==> src/shared/vcdt_pkg.sv <==
// Purpose: shared constants for the valley count dead time sequencer
// Assumes: 25 MHz system clock
// Notes: times are kept in ns, cycle counts derive from them
package vcdt_pkg;
  localparam int CLK_MHZ = 25;
  // total dead time clamp, longest time: round down
  localparam int DT_CLAMP_NS = 36500;
  localparam logic [9:0] DT_CLAMP_CYC = 10'(DT_CLAMP_NS * CLK_MHZ / 1000);
  // extra dead time at the lowest control level
  localparam int EDT_MAX_NS = 20000;
  localparam int EDT_LEVEL_MAX = 31;
  localparam logic [9:0] EDT_STEP_CYC = 10'(EDT_MAX_NS * CLK_MHZ / 1000 / EDT_LEVEL_MAX);
  // watchdog restart, default of a top-level parameter
  localparam int WDOG_NS = 200000;
  localparam int WDOG_CYC = WDOG_NS * CLK_MHZ / 1000;
  // substitute edge margins, least times: round up
  localparam int SUB2_NS = 1000;
  localparam logic [10:0] SUB2_CYC = 11'((SUB2_NS * CLK_MHZ + 999) / 1000);
  localparam int SUB3_NS = 250;
  localparam logic [10:0] SUB3_CYC = 11'((SUB3_NS * CLK_MHZ + 999) / 1000);
  // probe settling before the comparators are sampled
  localparam int PROBE_NS = 10000;
  localparam logic [8:0] PROBE_CYC = 9'((PROBE_NS * CLK_MHZ + 999) / 1000);
  localparam logic [2:0] VALLEY_MIN = 3'h1;
  localparam logic [2:0] VALLEY_MAX = 3'h6;
  // register map
  localparam logic [7:0] REG_CTRL = 8'h00;
  localparam logic [7:0] REG_STATUS = 8'h04;
  localparam logic [7:0] REG_INTERVAL = 8'h08;
  localparam logic [31:0] CTRL_RESET = 32'h0;
  localparam int CTRL_UNSYNC_BIT = 0;
  localparam int ST_VALLEY_LSB = 0;
  localparam int ST_EDT_BIT = 3;
  localparam int ST_RCODE_LSB = 4;
  localparam int ST_OPEN_BIT = 6;
  localparam int ST_SHORT_BIT = 7;
  localparam int ST_RUN_BIT = 8;
  localparam int ST_IVALID_BIT = 9;
  // resistor codes: 150, 330, 620, 1000 ohm
  localparam logic [1:0] RCODE_150 = 2'h0;
  localparam logic [1:0] RCODE_330 = 2'h1;
  localparam logic [1:0] RCODE_620 = 2'h2;
  localparam logic [1:0] RCODE_1000 = 2'h3;
  localparam int SYNC_W = 16;
  typedef enum logic [2:0] {
    ST_IDLE = 3'b000,
    ST_PROBE = 3'b001,
    ST_FAULT = 3'b010,
    ST_WAIT_OFF = 3'b011,
    ST_COUNT = 3'b100,
    ST_EDT = 3'b101,
    ST_SYNC = 3'b110
  } vcdt_state_type;
endpackage : vcdt_pkg

==> src/hw/vcdt_sync.sv <==
// Purpose: two-flop synchroniser for the sense and comparator inputs
// Assumes: one clock
// Notes: first stage is read by the second stage only
`timescale 1ns/1ps
`default_nettype none
module vcdt_sync #(
  parameter int W = vcdt_pkg::SYNC_W
) (
  input wire logic clk_sys,
  input wire logic reset,
  input wire logic [W-1:0] d_in,
  output logic [W-1:0] q_out
);
  logic [W-1:0] meta_r;

  always_ff @(posedge clk_sys) begin
    if (reset) begin
      meta_r <= '0;
      q_out <= '0;
    end else begin
      meta_r <= d_in;
      q_out <= meta_r;
    end
  end
endmodule : vcdt_sync
`default_nettype wire

==> src/hw/vcdt_ctrl.sv <==
// Purpose: valley count foldback, extra dead time and sense resistor probe
// Assumes: comparator outputs arrive per boundary, apb master
// Notes: one switching cycle runs from on_time_end to switch_on
//
// What this block does
// - run critical conduction, first valley turn-on, above the selected foldback threshold
// - valley number rises as demand falls, at most six, turn-on at valley
// - three-bit counter counts demag falling edges up to the selected valley number
// - at six valleys below the fifth falling foldback threshold append extra dead time
// - extra dead time grows as control level falls, about 20 us maximum
// - after extra dead time wait for a demag edge unless unsync is set
// - total dead time clamped to 36.5 us, forcing turn-on
// - valley number steps by one only and holds inside its window
// - leaving and entering a valley number use different thresholds
// - watchdog forces turn-on 200 us after the cycle without demag
// - record first-to-second edge interval, substitute second edge after interval plus 1 us
// - later edges substituted after interval plus 250 ns
// - identify sense resistor after supply on, before switching, store result
// - probe source enabled during identification, comparators give resistor code
// - resistor code selects the falling foldback threshold
// - probe above highest reference latches open fault until supply reset
// - probe below lowest reference latches short fault until supply reset
// - valley number chosen from six windows with hysteresis between neighbours
//
// The implementer's own choices: the address map and the APB register port.
`timescale 1ns/1ps
`default_nettype none
module vcdt_ctrl #(
  parameter int WDOG_CYC = vcdt_pkg::WDOG_CYC
) (
  input wire logic clk_sys,
  input wire logic reset,
  input wire logic psel,
  input wire logic penable,
  input wire logic pwrite,
  input wire logic [7:0] paddr,
  input wire logic [31:0] pwdata,
  output logic [31:0] prdata,
  output logic pready,
  output logic pslverr,
  input wire logic supply_on,
  input wire logic supply_reset,
  input wire logic demag_sense,
  input wire logic on_time_end,
  input wire logic [4:0] fold_below_fall,
  input wire logic [4:0] fold_above_rise,
  input wire logic [4:0] edt_level,
  input wire logic [4:0] probe_above_ref,
  output logic sense_resistor_probe_on,
  output logic [1:0] foldback_select,
  output logic switch_on,
  output logic switching_enabled
);
  vcdt_pkg::vcdt_state_type st_r;
  logic [15:0] sync_q;
  logic demag_q, demag_d_r, zcd_fall, subst_fire, edge_evt, fire, edt_go, unsync;
  logic [4:0] below_q, above_q, probe_q;
  logic [2:0] valley_r, edge_cnt_r;
  logic [9:0] dt_cnt_r, edt_cnt_r, interval_r, edt_load;
  logic [10:0] gap_cnt_r, gap_lim;
  logic [12:0] wd_cnt_r;
  logic [8:0] probe_cnt_r;
  logic [1:0] rcode_r;
  logic open_r, short_r, ivalid_r, subst_seen_r;
  logic [31:0] ctrl_r;
  logic wr_en, hit;

  // rule-checked inputs pass through two flops first
  vcdt_sync #(.W(vcdt_pkg::SYNC_W)) u_sync (
    .clk_sys(clk_sys),
    .reset(reset),
    .d_in({demag_sense, fold_below_fall, fold_above_rise, probe_above_ref}),
    .q_out(sync_q)
  );
  assign demag_q = sync_q[15];
  assign below_q = sync_q[14:10];
  assign above_q = sync_q[9:5];
  assign probe_q = sync_q[4:0];

  always_ff @(posedge clk_sys) begin
    if (reset) begin
      demag_d_r <= 1'b0;
    end else begin
      demag_d_r <= demag_q;
    end
  end
  assign zcd_fall = demag_d_r & ~demag_q;

  // substitute edge once ringing is too weak to see
  assign gap_lim = {1'b0, interval_r} + ((edge_cnt_r == 3'h1) ? vcdt_pkg::SUB2_CYC : vcdt_pkg::SUB3_CYC);
  assign subst_fire = ivalid_r && !zcd_fall && edge_cnt_r != 3'h0 && gap_cnt_r == gap_lim &&
                      (st_r == vcdt_pkg::ST_COUNT || st_r == vcdt_pkg::ST_SYNC);
  assign edge_evt = zcd_fall | subst_fire;
  assign unsync = ctrl_r[vcdt_pkg::CTRL_UNSYNC_BIT];
  assign edt_load = 10'(edt_level) * vcdt_pkg::EDT_STEP_CYC;
  assign edt_go = valley_r == vcdt_pkg::VALLEY_MAX && below_q[4] && edt_load != 10'h0;

  // turn-on request for this cycle
  always_comb begin
    fire = 1'b0;
    case (st_r)
      vcdt_pkg::ST_COUNT: begin
        if (edge_cnt_r == 3'h0) begin
          fire = wd_cnt_r == 13'(WDOG_CYC - 1) && !edge_evt;
        end else if (dt_cnt_r == vcdt_pkg::DT_CLAMP_CYC - 10'h1) begin
          fire = 1'b1;
        end
        if (edge_evt && edge_cnt_r + 3'h1 == valley_r && !edt_go) begin
          fire = 1'b1;
        end
      end
      vcdt_pkg::ST_EDT: begin
        fire = (edt_cnt_r == 10'h1 && unsync) || dt_cnt_r == vcdt_pkg::DT_CLAMP_CYC - 10'h1;
      end
      vcdt_pkg::ST_SYNC: begin
        fire = edge_evt || dt_cnt_r == vcdt_pkg::DT_CLAMP_CYC - 10'h1;
      end
      default: fire = 1'b0;
    endcase
  end

  // sequencer
  always_ff @(posedge clk_sys) begin
    if (reset) begin
      st_r <= vcdt_pkg::ST_IDLE;
    end else if (supply_reset) begin
      st_r <= vcdt_pkg::ST_IDLE;
    end else begin
      case (st_r)
        vcdt_pkg::ST_IDLE: if (supply_on) st_r <= vcdt_pkg::ST_PROBE;
        vcdt_pkg::ST_PROBE: begin
          if (probe_cnt_r == vcdt_pkg::PROBE_CYC - 9'h1) begin
            st_r <= (probe_q[4] || !probe_q[0]) ? vcdt_pkg::ST_FAULT : vcdt_pkg::ST_WAIT_OFF;
          end
        end
        vcdt_pkg::ST_FAULT: st_r <= vcdt_pkg::ST_FAULT;
        vcdt_pkg::ST_WAIT_OFF: if (on_time_end) st_r <= vcdt_pkg::ST_COUNT;
        vcdt_pkg::ST_COUNT: begin
          if (fire) begin
            st_r <= vcdt_pkg::ST_WAIT_OFF;
          end else if (edge_evt && edge_cnt_r + 3'h1 == valley_r) begin
            st_r <= vcdt_pkg::ST_EDT;
          end
        end
        vcdt_pkg::ST_EDT: begin
          if (fire) begin
            st_r <= vcdt_pkg::ST_WAIT_OFF;
          end else if (edt_cnt_r == 10'h1) begin
            st_r <= vcdt_pkg::ST_SYNC;
          end
        end
        vcdt_pkg::ST_SYNC: if (fire) st_r <= vcdt_pkg::ST_WAIT_OFF;
        default: st_r <= vcdt_pkg::ST_IDLE;
      endcase
    end
  end

  // identification: probe timer, resistor code, latched pin faults
  always_ff @(posedge clk_sys) begin
    if (reset) begin
      probe_cnt_r <= 9'h0;
      rcode_r <= vcdt_pkg::RCODE_1000;
      open_r <= 1'b0;
      short_r <= 1'b0;
    end else if (supply_reset) begin
      probe_cnt_r <= 9'h0;
      open_r <= 1'b0;
      short_r <= 1'b0;
    end else if (st_r == vcdt_pkg::ST_PROBE) begin
      probe_cnt_r <= probe_cnt_r + 9'h1;
      if (probe_cnt_r == vcdt_pkg::PROBE_CYC - 9'h1) begin
        open_r <= probe_q[4];
        short_r <= !probe_q[0];
        // thermometer code from the reference comparators
        if (probe_q[3]) rcode_r <= vcdt_pkg::RCODE_1000;
        else if (probe_q[2]) rcode_r <= vcdt_pkg::RCODE_620;
        else if (probe_q[1]) rcode_r <= vcdt_pkg::RCODE_330;
        else rcode_r <= vcdt_pkg::RCODE_150;
      end
    end
  end

  // valley number, moved only at turn-on so it stays locked within a cycle
  always_ff @(posedge clk_sys) begin
    if (reset || st_r == vcdt_pkg::ST_IDLE) begin
      valley_r <= vcdt_pkg::VALLEY_MIN;
    end else if (fire) begin
      if (valley_r < vcdt_pkg::VALLEY_MAX && below_q[valley_r - 3'h1]) begin
        valley_r <= valley_r + 3'h1;
      end else if (valley_r > vcdt_pkg::VALLEY_MIN && above_q[valley_r - 3'h2]) begin
        valley_r <= valley_r - 3'h1;
      end
    end
  end

  // edge count, dead time clamp, extra dead time, gap and watchdog timers
  always_ff @(posedge clk_sys) begin
    if (reset || st_r == vcdt_pkg::ST_WAIT_OFF || st_r == vcdt_pkg::ST_IDLE) begin
      edge_cnt_r <= 3'h0;
      dt_cnt_r <= 10'h0;
      edt_cnt_r <= 10'h0;
      gap_cnt_r <= 11'h0;
      wd_cnt_r <= 13'h0;
      subst_seen_r <= 1'b0;
    end else begin
      if (edge_evt && edge_cnt_r != 3'h7) edge_cnt_r <= edge_cnt_r + 3'h1;
      if (edge_cnt_r != 3'h0 && dt_cnt_r != vcdt_pkg::DT_CLAMP_CYC) dt_cnt_r <= dt_cnt_r + 10'h1;
      if (st_r == vcdt_pkg::ST_COUNT && edge_evt && edge_cnt_r + 3'h1 == valley_r) begin
        edt_cnt_r <= edt_load;
      end else if (edt_cnt_r != 10'h0) begin
        edt_cnt_r <= edt_cnt_r - 10'h1;
      end
      if (edge_evt) gap_cnt_r <= 11'h0;
      else if (gap_cnt_r != 11'h7ff) gap_cnt_r <= gap_cnt_r + 11'h1;
      if (wd_cnt_r != 13'h1fff) wd_cnt_r <= wd_cnt_r + 13'h1;
      if (subst_fire) subst_seen_r <= 1'b1;
    end
  end

  // last reliable interval: second edge natural and in range
  always_ff @(posedge clk_sys) begin
    if (reset) begin
      interval_r <= 10'h0;
      ivalid_r <= 1'b0;
    end else if (zcd_fall && edge_cnt_r == 3'h1 && !subst_seen_r && gap_cnt_r < 11'h400) begin
      interval_r <= gap_cnt_r[9:0];
      ivalid_r <= 1'b1;
    end
  end

  always_ff @(posedge clk_sys) begin
    if (reset) begin
      switch_on <= 1'b0;
    end else begin
      // first pulse after a clean probe starts switching
      switch_on <= fire || (st_r == vcdt_pkg::ST_PROBE && !supply_reset &&
                   probe_cnt_r == vcdt_pkg::PROBE_CYC - 9'h1 && !probe_q[4] && probe_q[0]);
    end
  end

  assign sense_resistor_probe_on = st_r == vcdt_pkg::ST_PROBE;
  assign foldback_select = rcode_r;
  assign switching_enabled = st_r[2] || st_r == vcdt_pkg::ST_WAIT_OFF;

  // apb slave, zero wait states
  assign hit = paddr == vcdt_pkg::REG_CTRL || paddr == vcdt_pkg::REG_STATUS || paddr == vcdt_pkg::REG_INTERVAL;
  assign wr_en = psel && penable && pwrite && paddr == vcdt_pkg::REG_CTRL;
  assign pready = 1'b1;
  assign pslverr = psel && penable && !hit;

  always_ff @(posedge clk_sys) begin
    if (reset) begin
      ctrl_r <= vcdt_pkg::CTRL_RESET;
    end else if (wr_en) begin
      ctrl_r <= {31'h0, pwdata[vcdt_pkg::CTRL_UNSYNC_BIT]};
    end
  end

  always_ff @(posedge clk_sys) begin
    if (reset) begin
      prdata <= 32'h0;
    end else if (psel && !penable) begin
      prdata <= 32'h0;
      case (paddr)
        vcdt_pkg::REG_CTRL: prdata <= ctrl_r;
        vcdt_pkg::REG_STATUS: begin
          prdata[vcdt_pkg::ST_VALLEY_LSB +: 3] <= valley_r;
          prdata[vcdt_pkg::ST_EDT_BIT] <= st_r == vcdt_pkg::ST_EDT;
          prdata[vcdt_pkg::ST_RCODE_LSB +: 2] <= rcode_r;
          prdata[vcdt_pkg::ST_OPEN_BIT] <= open_r;
          prdata[vcdt_pkg::ST_SHORT_BIT] <= short_r;
          prdata[vcdt_pkg::ST_RUN_BIT] <= switching_enabled;
          prdata[vcdt_pkg::ST_IVALID_BIT] <= ivalid_r;
        end
        vcdt_pkg::REG_INTERVAL: prdata <= {22'h0, interval_r};
        default: prdata <= 32'h0;
      endcase
    end
  end

  a_valley_range: assert property (@(posedge clk_sys) disable iff (reset)
    valley_r >= vcdt_pkg::VALLEY_MIN && valley_r <= vcdt_pkg::VALLEY_MAX)
    else $error("valley number out of range");
  a_valley_step: assert property (@(posedge clk_sys) disable iff (reset)
    $changed(valley_r) && $past(st_r) != vcdt_pkg::ST_IDLE |->
    $past(fire) && (valley_r == $past(valley_r) + 3'h1 || valley_r == $past(valley_r) - 3'h1))
    else $error("valley number jumped or moved outside turn-on");
  a_count_turn_on: assert property (@(posedge clk_sys) disable iff (reset || supply_reset)
    st_r == vcdt_pkg::ST_COUNT && edge_evt && edge_cnt_r + 3'h1 == valley_r && !edt_go |=> switch_on)
    else $error("no turn-on when valley count reached");
  a_first_valley: assert property (@(posedge clk_sys) disable iff (reset || supply_reset)
    st_r == vcdt_pkg::ST_COUNT && valley_r == 3'h1 && zcd_fall && edge_cnt_r == 3'h0 |=>
    switch_on ##1 st_r == vcdt_pkg::ST_WAIT_OFF)
    else $error("critical conduction missed first valley");
  a_clamp_limit: assert property (@(posedge clk_sys) disable iff (reset)
    dt_cnt_r == vcdt_pkg::DT_CLAMP_CYC - 10'h1 && st_r[2] && !supply_reset |=> switch_on)
    else $error("dead time clamp not enforced");
  a_watchdog: assert property (@(posedge clk_sys) disable iff (reset || supply_reset)
    st_r == vcdt_pkg::ST_COUNT && edge_cnt_r == 3'h0 && !edge_evt && wd_cnt_r == 13'(WDOG_CYC - 1) |=> switch_on)
    else $error("watchdog turn-on missing");
  a_unsync_edt: assert property (@(posedge clk_sys) disable iff (reset || supply_reset)
    st_r == vcdt_pkg::ST_EDT && edt_cnt_r == 10'h1 && !unsync && dt_cnt_r < vcdt_pkg::DT_CLAMP_CYC - 10'h1 |=>
    !switch_on && st_r == vcdt_pkg::ST_SYNC)
    else $error("synchronised extra dead time turned on early");
  a_fault_blocks: assert property (@(posedge clk_sys) disable iff (reset)
    (open_r || short_r) |-> !switching_enabled ##1 !switch_on)
    else $error("switching despite latched pin fault");
  a_probe_window: assert property (@(posedge clk_sys) disable iff (reset)
    $rose(sense_resistor_probe_on) |-> sense_resistor_probe_on [*8] ##1 !switching_enabled)
    else $error("probe source not held during identification");
  c_edt_cycle: cover property (@(posedge clk_sys) disable iff (reset) st_r == vcdt_pkg::ST_EDT ##1 switch_on);
  c_substitute: cover property (@(posedge clk_sys) disable iff (reset) subst_fire);
  c_valley_six: cover property (@(posedge clk_sys) disable iff (reset) valley_r == vcdt_pkg::VALLEY_MAX);
  c_open_fault: cover property (@(posedge clk_sys) disable iff (reset) $rose(open_r));
endmodule : vcdt_ctrl
`default_nettype wire

==> config.mk <==
export PLATFORM = sky130hd
export DESIGN_NAME = vcdt_ctrl
export DESIGN_NICKNAME = d
export VERILOG_FILES = /design/src/shared/vcdt_pkg.sv /design/src/hw/vcdt_sync.sv /design/src/hw/vcdt_ctrl.sv
export SDC_FILE = /design/constraint.sdc
export NUM_CORES = 1
export LEC_CHECK = 0
export BUFFER_PORTS_ARGS = -buffer_cell sky130_fd_sc_hd__buf_2
export CORE_MARGIN = 10
export CORE_UTILIZATION = 25
export CTS_BUF_LIST = sky130_fd_sc_hd__clkbuf_16
export DETAILED_ROUTE_END_ITERATION = 12
export PLACE_DENSITY = 0.5
export RECOVER_POWER = 100
export SLEW_MARGIN = 10
export SYNTH_ARGS = -nofsm -noshare
export SYNTH_HDL_FRONTEND = slang
export SYNTH_HIERARCHICAL = 1
export SYNTH_SLANG_ARGS = --single-unit
==> constraint.sdc <==
create_clock -name clk_sys -period 4.2 [get_ports clk_sys]
set_clock_uncertainty 0.05 [all_clocks]
set_input_delay 0.63 -clock clk_sys [delete_from_list [all_inputs] [get_ports clk_sys]]
set_output_delay 0.63 -clock clk_sys [all_outputs]
set_load 0.1 [all_outputs]
==> results of run 1 <==
-- metal layers --
| metal | global-route usage | wire length [µm] | vias up |
|---|---|---|---|
| met5 | 0 | 17 | - |
| met2 | 0.1325 | 5816 | 107 |
| met1 | 0.1323 | 7633 | 2206 |
| met3 | 0.03311 | 825 | 12 |
| met4 | 0.03285 | 163 | 2 |
| li1 | - | - | 2493 |
-- power by group through the flow --
| stage | Combinational, mW | Sequential (mW) | Clock [mW] |
|---|---|---|---|
| 5_1_grt | 0.200 | 1.19 | 1.49 |
| 3_5_place_dp | 0.187 | 1.22 | 0 |
| 2_1_floorplan | 0.173 | 1.21 | 0 |
| 6_report | 0.187 | 1.19 | 1.40 |
| 4_1_cts | 0.187 | 1.19 | 1.44 |
| 3_3_place_gp | 0.187 | 1.22 | 0 |
-- final timing paths --
kind	cells past startpoint	slack [ns]	endpoint	startpoint
max reg2reg	13	0.43	edge_cnt_r[1]	edge_cnt_r[0]
min	2	0.36	u_sync/meta_r[12]	fold_below_fall[2]
min reg2reg	1	0.38	u_sync/q_out[10]	u_sync/meta_r[10]
max	13	0.43	edge_cnt_r[1]	edge_cnt_r[0]
-- cells in the final DEF (no fill, tap or decap), types with 4 or more instances in the layout --
cell         n
or3_1        4
dfxtp_1    123
or4_1        6
nand4_1     15
nor3_1      20
xor2_1      30
clkbuf_16   17
a211oi_1    11
buf_2       37
and3_1       8
nand2_1     62
a22oi_1     11
conb_1      23
nand2b_1     9
o21ai_0     15
inv_1       21
nor2_1      95
nand3_1     14
xnor2_1     26
nor4_1       6
mux2i_1     13
a31oi_1      4
nor2b_1     40
a21oi_1     48
and4_1       5
inv_6        7
buf_4        5
clkbuf_1    19
ha_1        19
-- stage by stage --
stage | total power [mW] | area (µm²) | util | hold WS (ns) | setup WS [ns]
finish | 2.783 | 7093 | 0.2942 | 0.3560 | 0.4261
global placement | 1.406 | 6574 | 0.2727 | 0.3720 | 0.5816
global route | 2.888 | 7093 | 0.2942 | 0.3646 | 0.1178
floorplan | 1.388 | 6165 | - | 0.3638 | 0.7839
detailed placement | 1.406 | 6574 | 0.2727 | 0.3704 | 0.5216
CTS | 2.816 | 7137 | 0.2961 | 0.3503 | 0.5003
-- cells by family (layout without fill, tap and decap cells) --
| kind of cell | after synthesis | after routing | share of synthesized area |
|---|---|---|---|
| AO/OA/AOI/OAI | 112 | 112 | 0.1163 |
| XOR/XNOR | 56 | 56 | 0.08066 |
| adder cells (fa/ha/maj) | 20 | 20 | 0.04239 |
| buffers and inverters | 77 | 116 | 0.06831 |
| flip-flops | 123 | 123 | 0.4049 |
| multiplexers | 17 | 17 | 0.03251 |
| other | 2 | 23 | 0.001235 |
| AND/OR/NAND/NOR | 305 | 305 | 0.2537 |
-- layout make-up --
class                   instances  share of cell area
clock buffers                  17             0.05998
clock inverters                14             0.01940
inverters                      23             0.01217
multi-input cells             533              0.4620
flip-flops and latches        123              0.3472
well taps                     324             0.05715
repair buffers                 62             0.04216
-- worst register-to-register path: cells and delay by family, from the launching register on --
kind | cells | cell delay, ns
buffers and inverters | 1 | 0.17
AND/OR/NAND/NOR | 6 | 1.36
adder cells (fa/ha/maj) | 2 | 0.58
flip-flops | 1 | 0.43
AO/OA/AOI/OAI | 3 | 0.76
multiplexers | 1 | 0.24
-- cells in the mapped netlist, types with 13 or more instances --
| library cell | n |
|---|---|
| a21oi_1 | 48 |
| buf_4 | 26 |
| clkbuf_1 | 24 |
| dfxtp_1 | 123 |
| ha_1 | 19 |
| inv_1 | 21 |
| mux2i_1 | 13 |
| nand2_1 | 62 |
| nand3_1 | 14 |
| nand4_1 | 15 |
| nor2_1 | 95 |
| nor2b_1 | 40 |
| nor3_1 | 20 |
| o21ai_0 | 15 |
| xnor2_1 | 26 |
| xor2_1 | 30 |
-- sequential cells by signal, indices dropped and copies added (netlist names), 10 cells and up --
register	flops
dt_cnt_r	10
edt_cnt_r	10
gap_cnt_r	11
interval_r	10
prdata	10
u_sync/meta_r	16
u_sync/q_out	16
wd_cnt_r	13
==> impl_metrics.csv, run 1 <==
group,metric,value,unit
timing,hold_viol,0,
timing,slew_violations,95,
critical_path,critPathMaxStageDelay,0.43,ns
final_layout,diodes,0,
power,p_comb_frac,0.067,
grt,grt_pass1_wl,24070,µm
timing,finalSetupTns,0,ns
power,clkPwrFrac,0.504,
worst_hold_path,min_path_type,"input port to flop",
placement,io_buffers,53,
timing,max_slew_margin,-0.7692,
die,dieWidth,176.0,µm
yosys,synth_cell_type_count,65,
detailed_routing,vias_per_cell,4.398,
grt,grt_use_total,0.09504,
critical_path,path_buf_inv,1,
yosys,synth_cells,712,
die,die_y,176.0,µm
clock_network,clockBufferDepth,2,
clock_network,postCtsSetupRepairBufs,0,
clock_network,cts_tree,"yes",
detailed_routing,ant_nets,0,
yosys,yosys.area.top_type,"dfxtp_1",
critical_path,critPathMaxFanout,6,
critical_path,end_kind,"flop",
placement,dpl.hpwl,10610,µm
clock_network,clk_latency,0.43,ns
run_status,violations,"max-capacitance violations, max-slew violations",
clock_network,htreeDepth,4,
critical_path,critPathLaunchType,"flop",
final_layout,final_nets,849,
yosys,synth_top_area_share,0.4049,
critical_path,required,4.38,ns
timing,rsz0062_at_grt,"no",
power,p_sw,0.7380,mW
detailed_routing,drt_iter0_drc,256,
critical_path,path_class,"flop to flop",
die,start_util,0.2523,
die,num_rows,57,
timing,post-route-period-util,0.8985,
yosys,async_flop_share,0,
die,die-area,0.03096,mm²
die,num_io_pins,108,
detailed_routing,wl_per_cell,13.19,µm
critical_path,crit_top_cell,"ha_1",
detailed_routing,route.vias.total,4820,
die,core,0.02411,mm²
timing,min_period,3.774,ns
run_status,status,"finished, violations left",
timing,setup_viol,0,
yosys,ys_seq_elements,123,
power,pwr_density_cell,392.4,mW/mm²
clock_network,cts_hold_buf,0,
yosys,ys_warn_count,6,
clock_network,root_buffer,"clkbuf_16",
yosys,synthTopCellsByArea,"dfxtp_1, nor2_1, xor2_1, nor2b_1, a21oi_1",
detailed_routing,drt_pre_antenna_iters,4,
yosys,ys.flop_type,"dfxtp_1",
critical_path,crit_arrival,3.96,ns
detailed_routing,drc,0,
grt,grt_max_degree,62,
yosys,ys_seq_area_frac,0.4049,
grt,antenna_found_initial,1,
final_layout,multi_input_area,0.003277,mm²
clock_network,cts-resized-gates,0,
power,switching_share,0.2652,
timing,fmax,265.0,MHz
final_layout,final-seq-area,0.002462,mm²
yosys,synth-edff-count,0,
power,ir_drop,0.1999,mV
critical_path,critPathTopFamily,"simple AND/OR/NAND/NOR gates",
grt,grt_pass1_vias,4614,
power,power.internal,2.045,mW
clock_network,clk_pin_slew,0.06,ns
timing,tightestPinTransition,2.654,ns
final_layout,area_growth,16.65,%
final_layout,drive_gt1_frac,0.1179,
yosys,synth.cell_area,0.006081,mm²
power,p_leak,2.615,nW
final_layout,fin_cells,1096,
final_layout,fillers,2629,
placement,dp_cells,1065,
grt,grt-ovfl-total,0,
detailed_routing,drt-total-wl,14460,µm
job,drv_cap,2,
placement,gp_congestion,0.8087,
power,seqPwrFrac,0.429,
critical_path,crit_path_cell_trace,"ha_1, nand2b_1, ha_1, a21oi_1, nand2_1, or4_1, o2111ai_1, nand4_1, o31ai_1, clkbuf_1, nor2b_1, mux2i_1, nor2_1",
yosys,synth.avg_cell_area,8.540,µm²
clock_network,cts_num_sinks,123,
clock_network,cts_buffers,17,
critical_path,cpMaxStageDelayCell,"dfxtp_1",
(Power assumes the default switching activity.)
==> inputs of run 2 (changes only) <==
- clock period: 4.2 -> 4.4 ns (I/O delays scaled with it)
==> run 2 against run 1 <==
Net effect: the run still ends with max-capacitance violations, max-slew violations left; die area unchanged; critical path depth up 1; combinational power down 5%; sequential power down 4%; register-to-register slack about the same; global-route usage up 0.26 points; flip-flop and latch count unchanged; routed wire length up 1.4%; largest power group unchanged.
==> impl_metrics.csv, run 2 (synthesis results as in run 1) <==
group,metric,value,unit
timing,fmax,251.3,MHz
timing,hold_viol,0,
critical_path,end_kind,"flop",
worst_hold_path,min_path_type,"flop to flop",
clock_network,cts_buffers,17,
grt,grt_pass1_wl,24320,µm
clock_network,clockBufferDepth,2,
final_layout,top_regs,"u_sync/meta_r x16, u_sync/q_out x16, wd_cnt_r x13",
power,ir_drop,0.1906,mV
die,core,0.02411,mm²
final_layout,multi_input_area,0.003277,mm²
final_layout,fin_util,0.2948,
final_layout,diodes,0,
power,pwr_density_cell,386.3,mW/mm²
timing,rsz0062_at_grt,"no",
detailed_routing,drc,0,
timing,slew_violations,95,
job,drv_cap,2,
final_layout,mostFrequentLayoutCells,"dfxtp_1, nor2_1, nand2_1",
grt,grt_pass1_vias,4693,
final_layout,final_common_cell,"dfxtp_1",
detailed_routing,route.vias.total,4803,
die,num_rows,57,
final_layout,final_nets,845,
timing,min_period,3.979,ns
critical_path,critPathLaunchType,"flop",
placement,gp_congestion,0.8453,
clock_network,htreeDepth,4,
clock_network,clk_latency,0.42,ns
die,dieWidth,176.0,µm
clock_network,cts_hold_buf,0,
final_layout,final-seq-area,0.002462,mm²
timing,post-route-period-util,0.9042,
placement,dpl.hpwl,10680,µm
grt,grt_use_total,0.09769,
run_status,status,"finished, violations left",
detailed_routing,drt_iter0_drc,269,
final_layout,drive_gt1_frac,0.1131,
detailed_routing,wl_per_cell,13.42,µm
timing,finalSetupTns,0,ns
critical_path,required,4.70,ns
grt,antenna_found_initial,1,
grt,grt-ovfl-total,0,
final_layout,fillers,2631,
run_status,violations,"max-capacitance violations, max-slew violations",
timing,setup_viol,0,
clock_network,cts-resized-gates,0,
detailed_routing,drt-total-wl,14670,µm
timing,max_slew_margin,-0.8135,
die,num_io_pins,108,
clock_network,cts_num_sinks,123,
placement,io_buffers,53,
power,p_leak,2.598,nW
clock_network,cts_tree,"yes",
timing,tightestPinTransition,2.720,ns
detailed_routing,drt_pre_antenna_iters,5,
critical_path,crit_arrival,4.28,ns
critical_path,path_class,"flop to flop",
clock_network,postCtsSetupRepairBufs,0,
grt,grt_max_degree,62,
detailed_routing,vias_per_cell,4.394,
die,die-area,0.03096,mm²
clock_network,clk_pin_slew,0.06,ns
critical_path,critPathMaxFanout,10,
die,die_y,176.0,µm
clock_network,root_buffer,"clkbuf_16",
detailed_routing,ant_nets,0,
die,start_util,0.2523,
final_layout,area_growth,16.87,%
run 2: worst max-delay path: stages (launching register included):
cell and delay [ns]:
dfxtp_1 0.35, inv_1 0.06, ha_1 0.17, nand2b_1 0.31
inv_2 0.18, fa_1 0.43, xnor2_1 0.20, xnor2_1 0.15
o221ai_1 0.13, nor4_1 0.35, nand4_1 0.19, nor3_1 0.46
o31ai_2 0.20, or4_1 0.52, a31oi_1 0.16
run 2: per-stage QoR:
step	power [mW]	cell area [µm²]	setup slack, ns	instances	hold WS (ns)
3_3_place_gp	1.342	6539	0.5625	1061	0.3735
5_1_grt	2.856	7107	0.1309	1093	0.3939
2_1_floorplan	1.325	6160	0.07253	733	0.3638
4_1_cts	2.786	7141	0.5429	1093	0.3784
3_5_place_dp	1.342	6539	0.5734	1061	0.3733
6_report	2.745	7107	0.4213	1093	0.3870
run 2: report_power, final:
part / total [mW] / internal, mW / leakage, nW / switching [mW]
sequential: 1.14 / 1.13 / 0.998 / 0.00996
combinational: 0.177 / 0.0357 / 1.32 / 0.141
clock: 1.43 / 0.889 / 0.283 / 0.539
run 2: path summary, 6_finish.rpt:
kind / from / to / slack (ns) / depth (start not counted)
worst min register to register: u_sync/meta_r[0] / u_sync/q_out[0] / 0.39 / 1
worst min-delay path: u_sync/meta_r[0] / u_sync/q_out[0] / 0.39 / 1
worst max register to register: edge_cnt_r[1] / valley_r[1] / 0.42 / 14
worst max-delay path: edge_cnt_r[1] / valley_r[1] / 0.42 / 14
run 2: cell type report:
cell class / count / area share
repair buffers: 58 / 0.03856
inverters: 23 / 0.01215
clock buffers: 17 / 0.05986
flip-flops and latches: 123 / 0.3465
multi-input cells: 533 / 0.4611
clock inverters: 15 / 0.02482
well taps: 324 / 0.05704
run 2: layer usage:
metal,GRT usage,share of wire
met3,0.02819,0.046
met4,0.04663,0.017
met2,0.1403,0.42
met1,0.1315,0.52
met5,0,0.00068
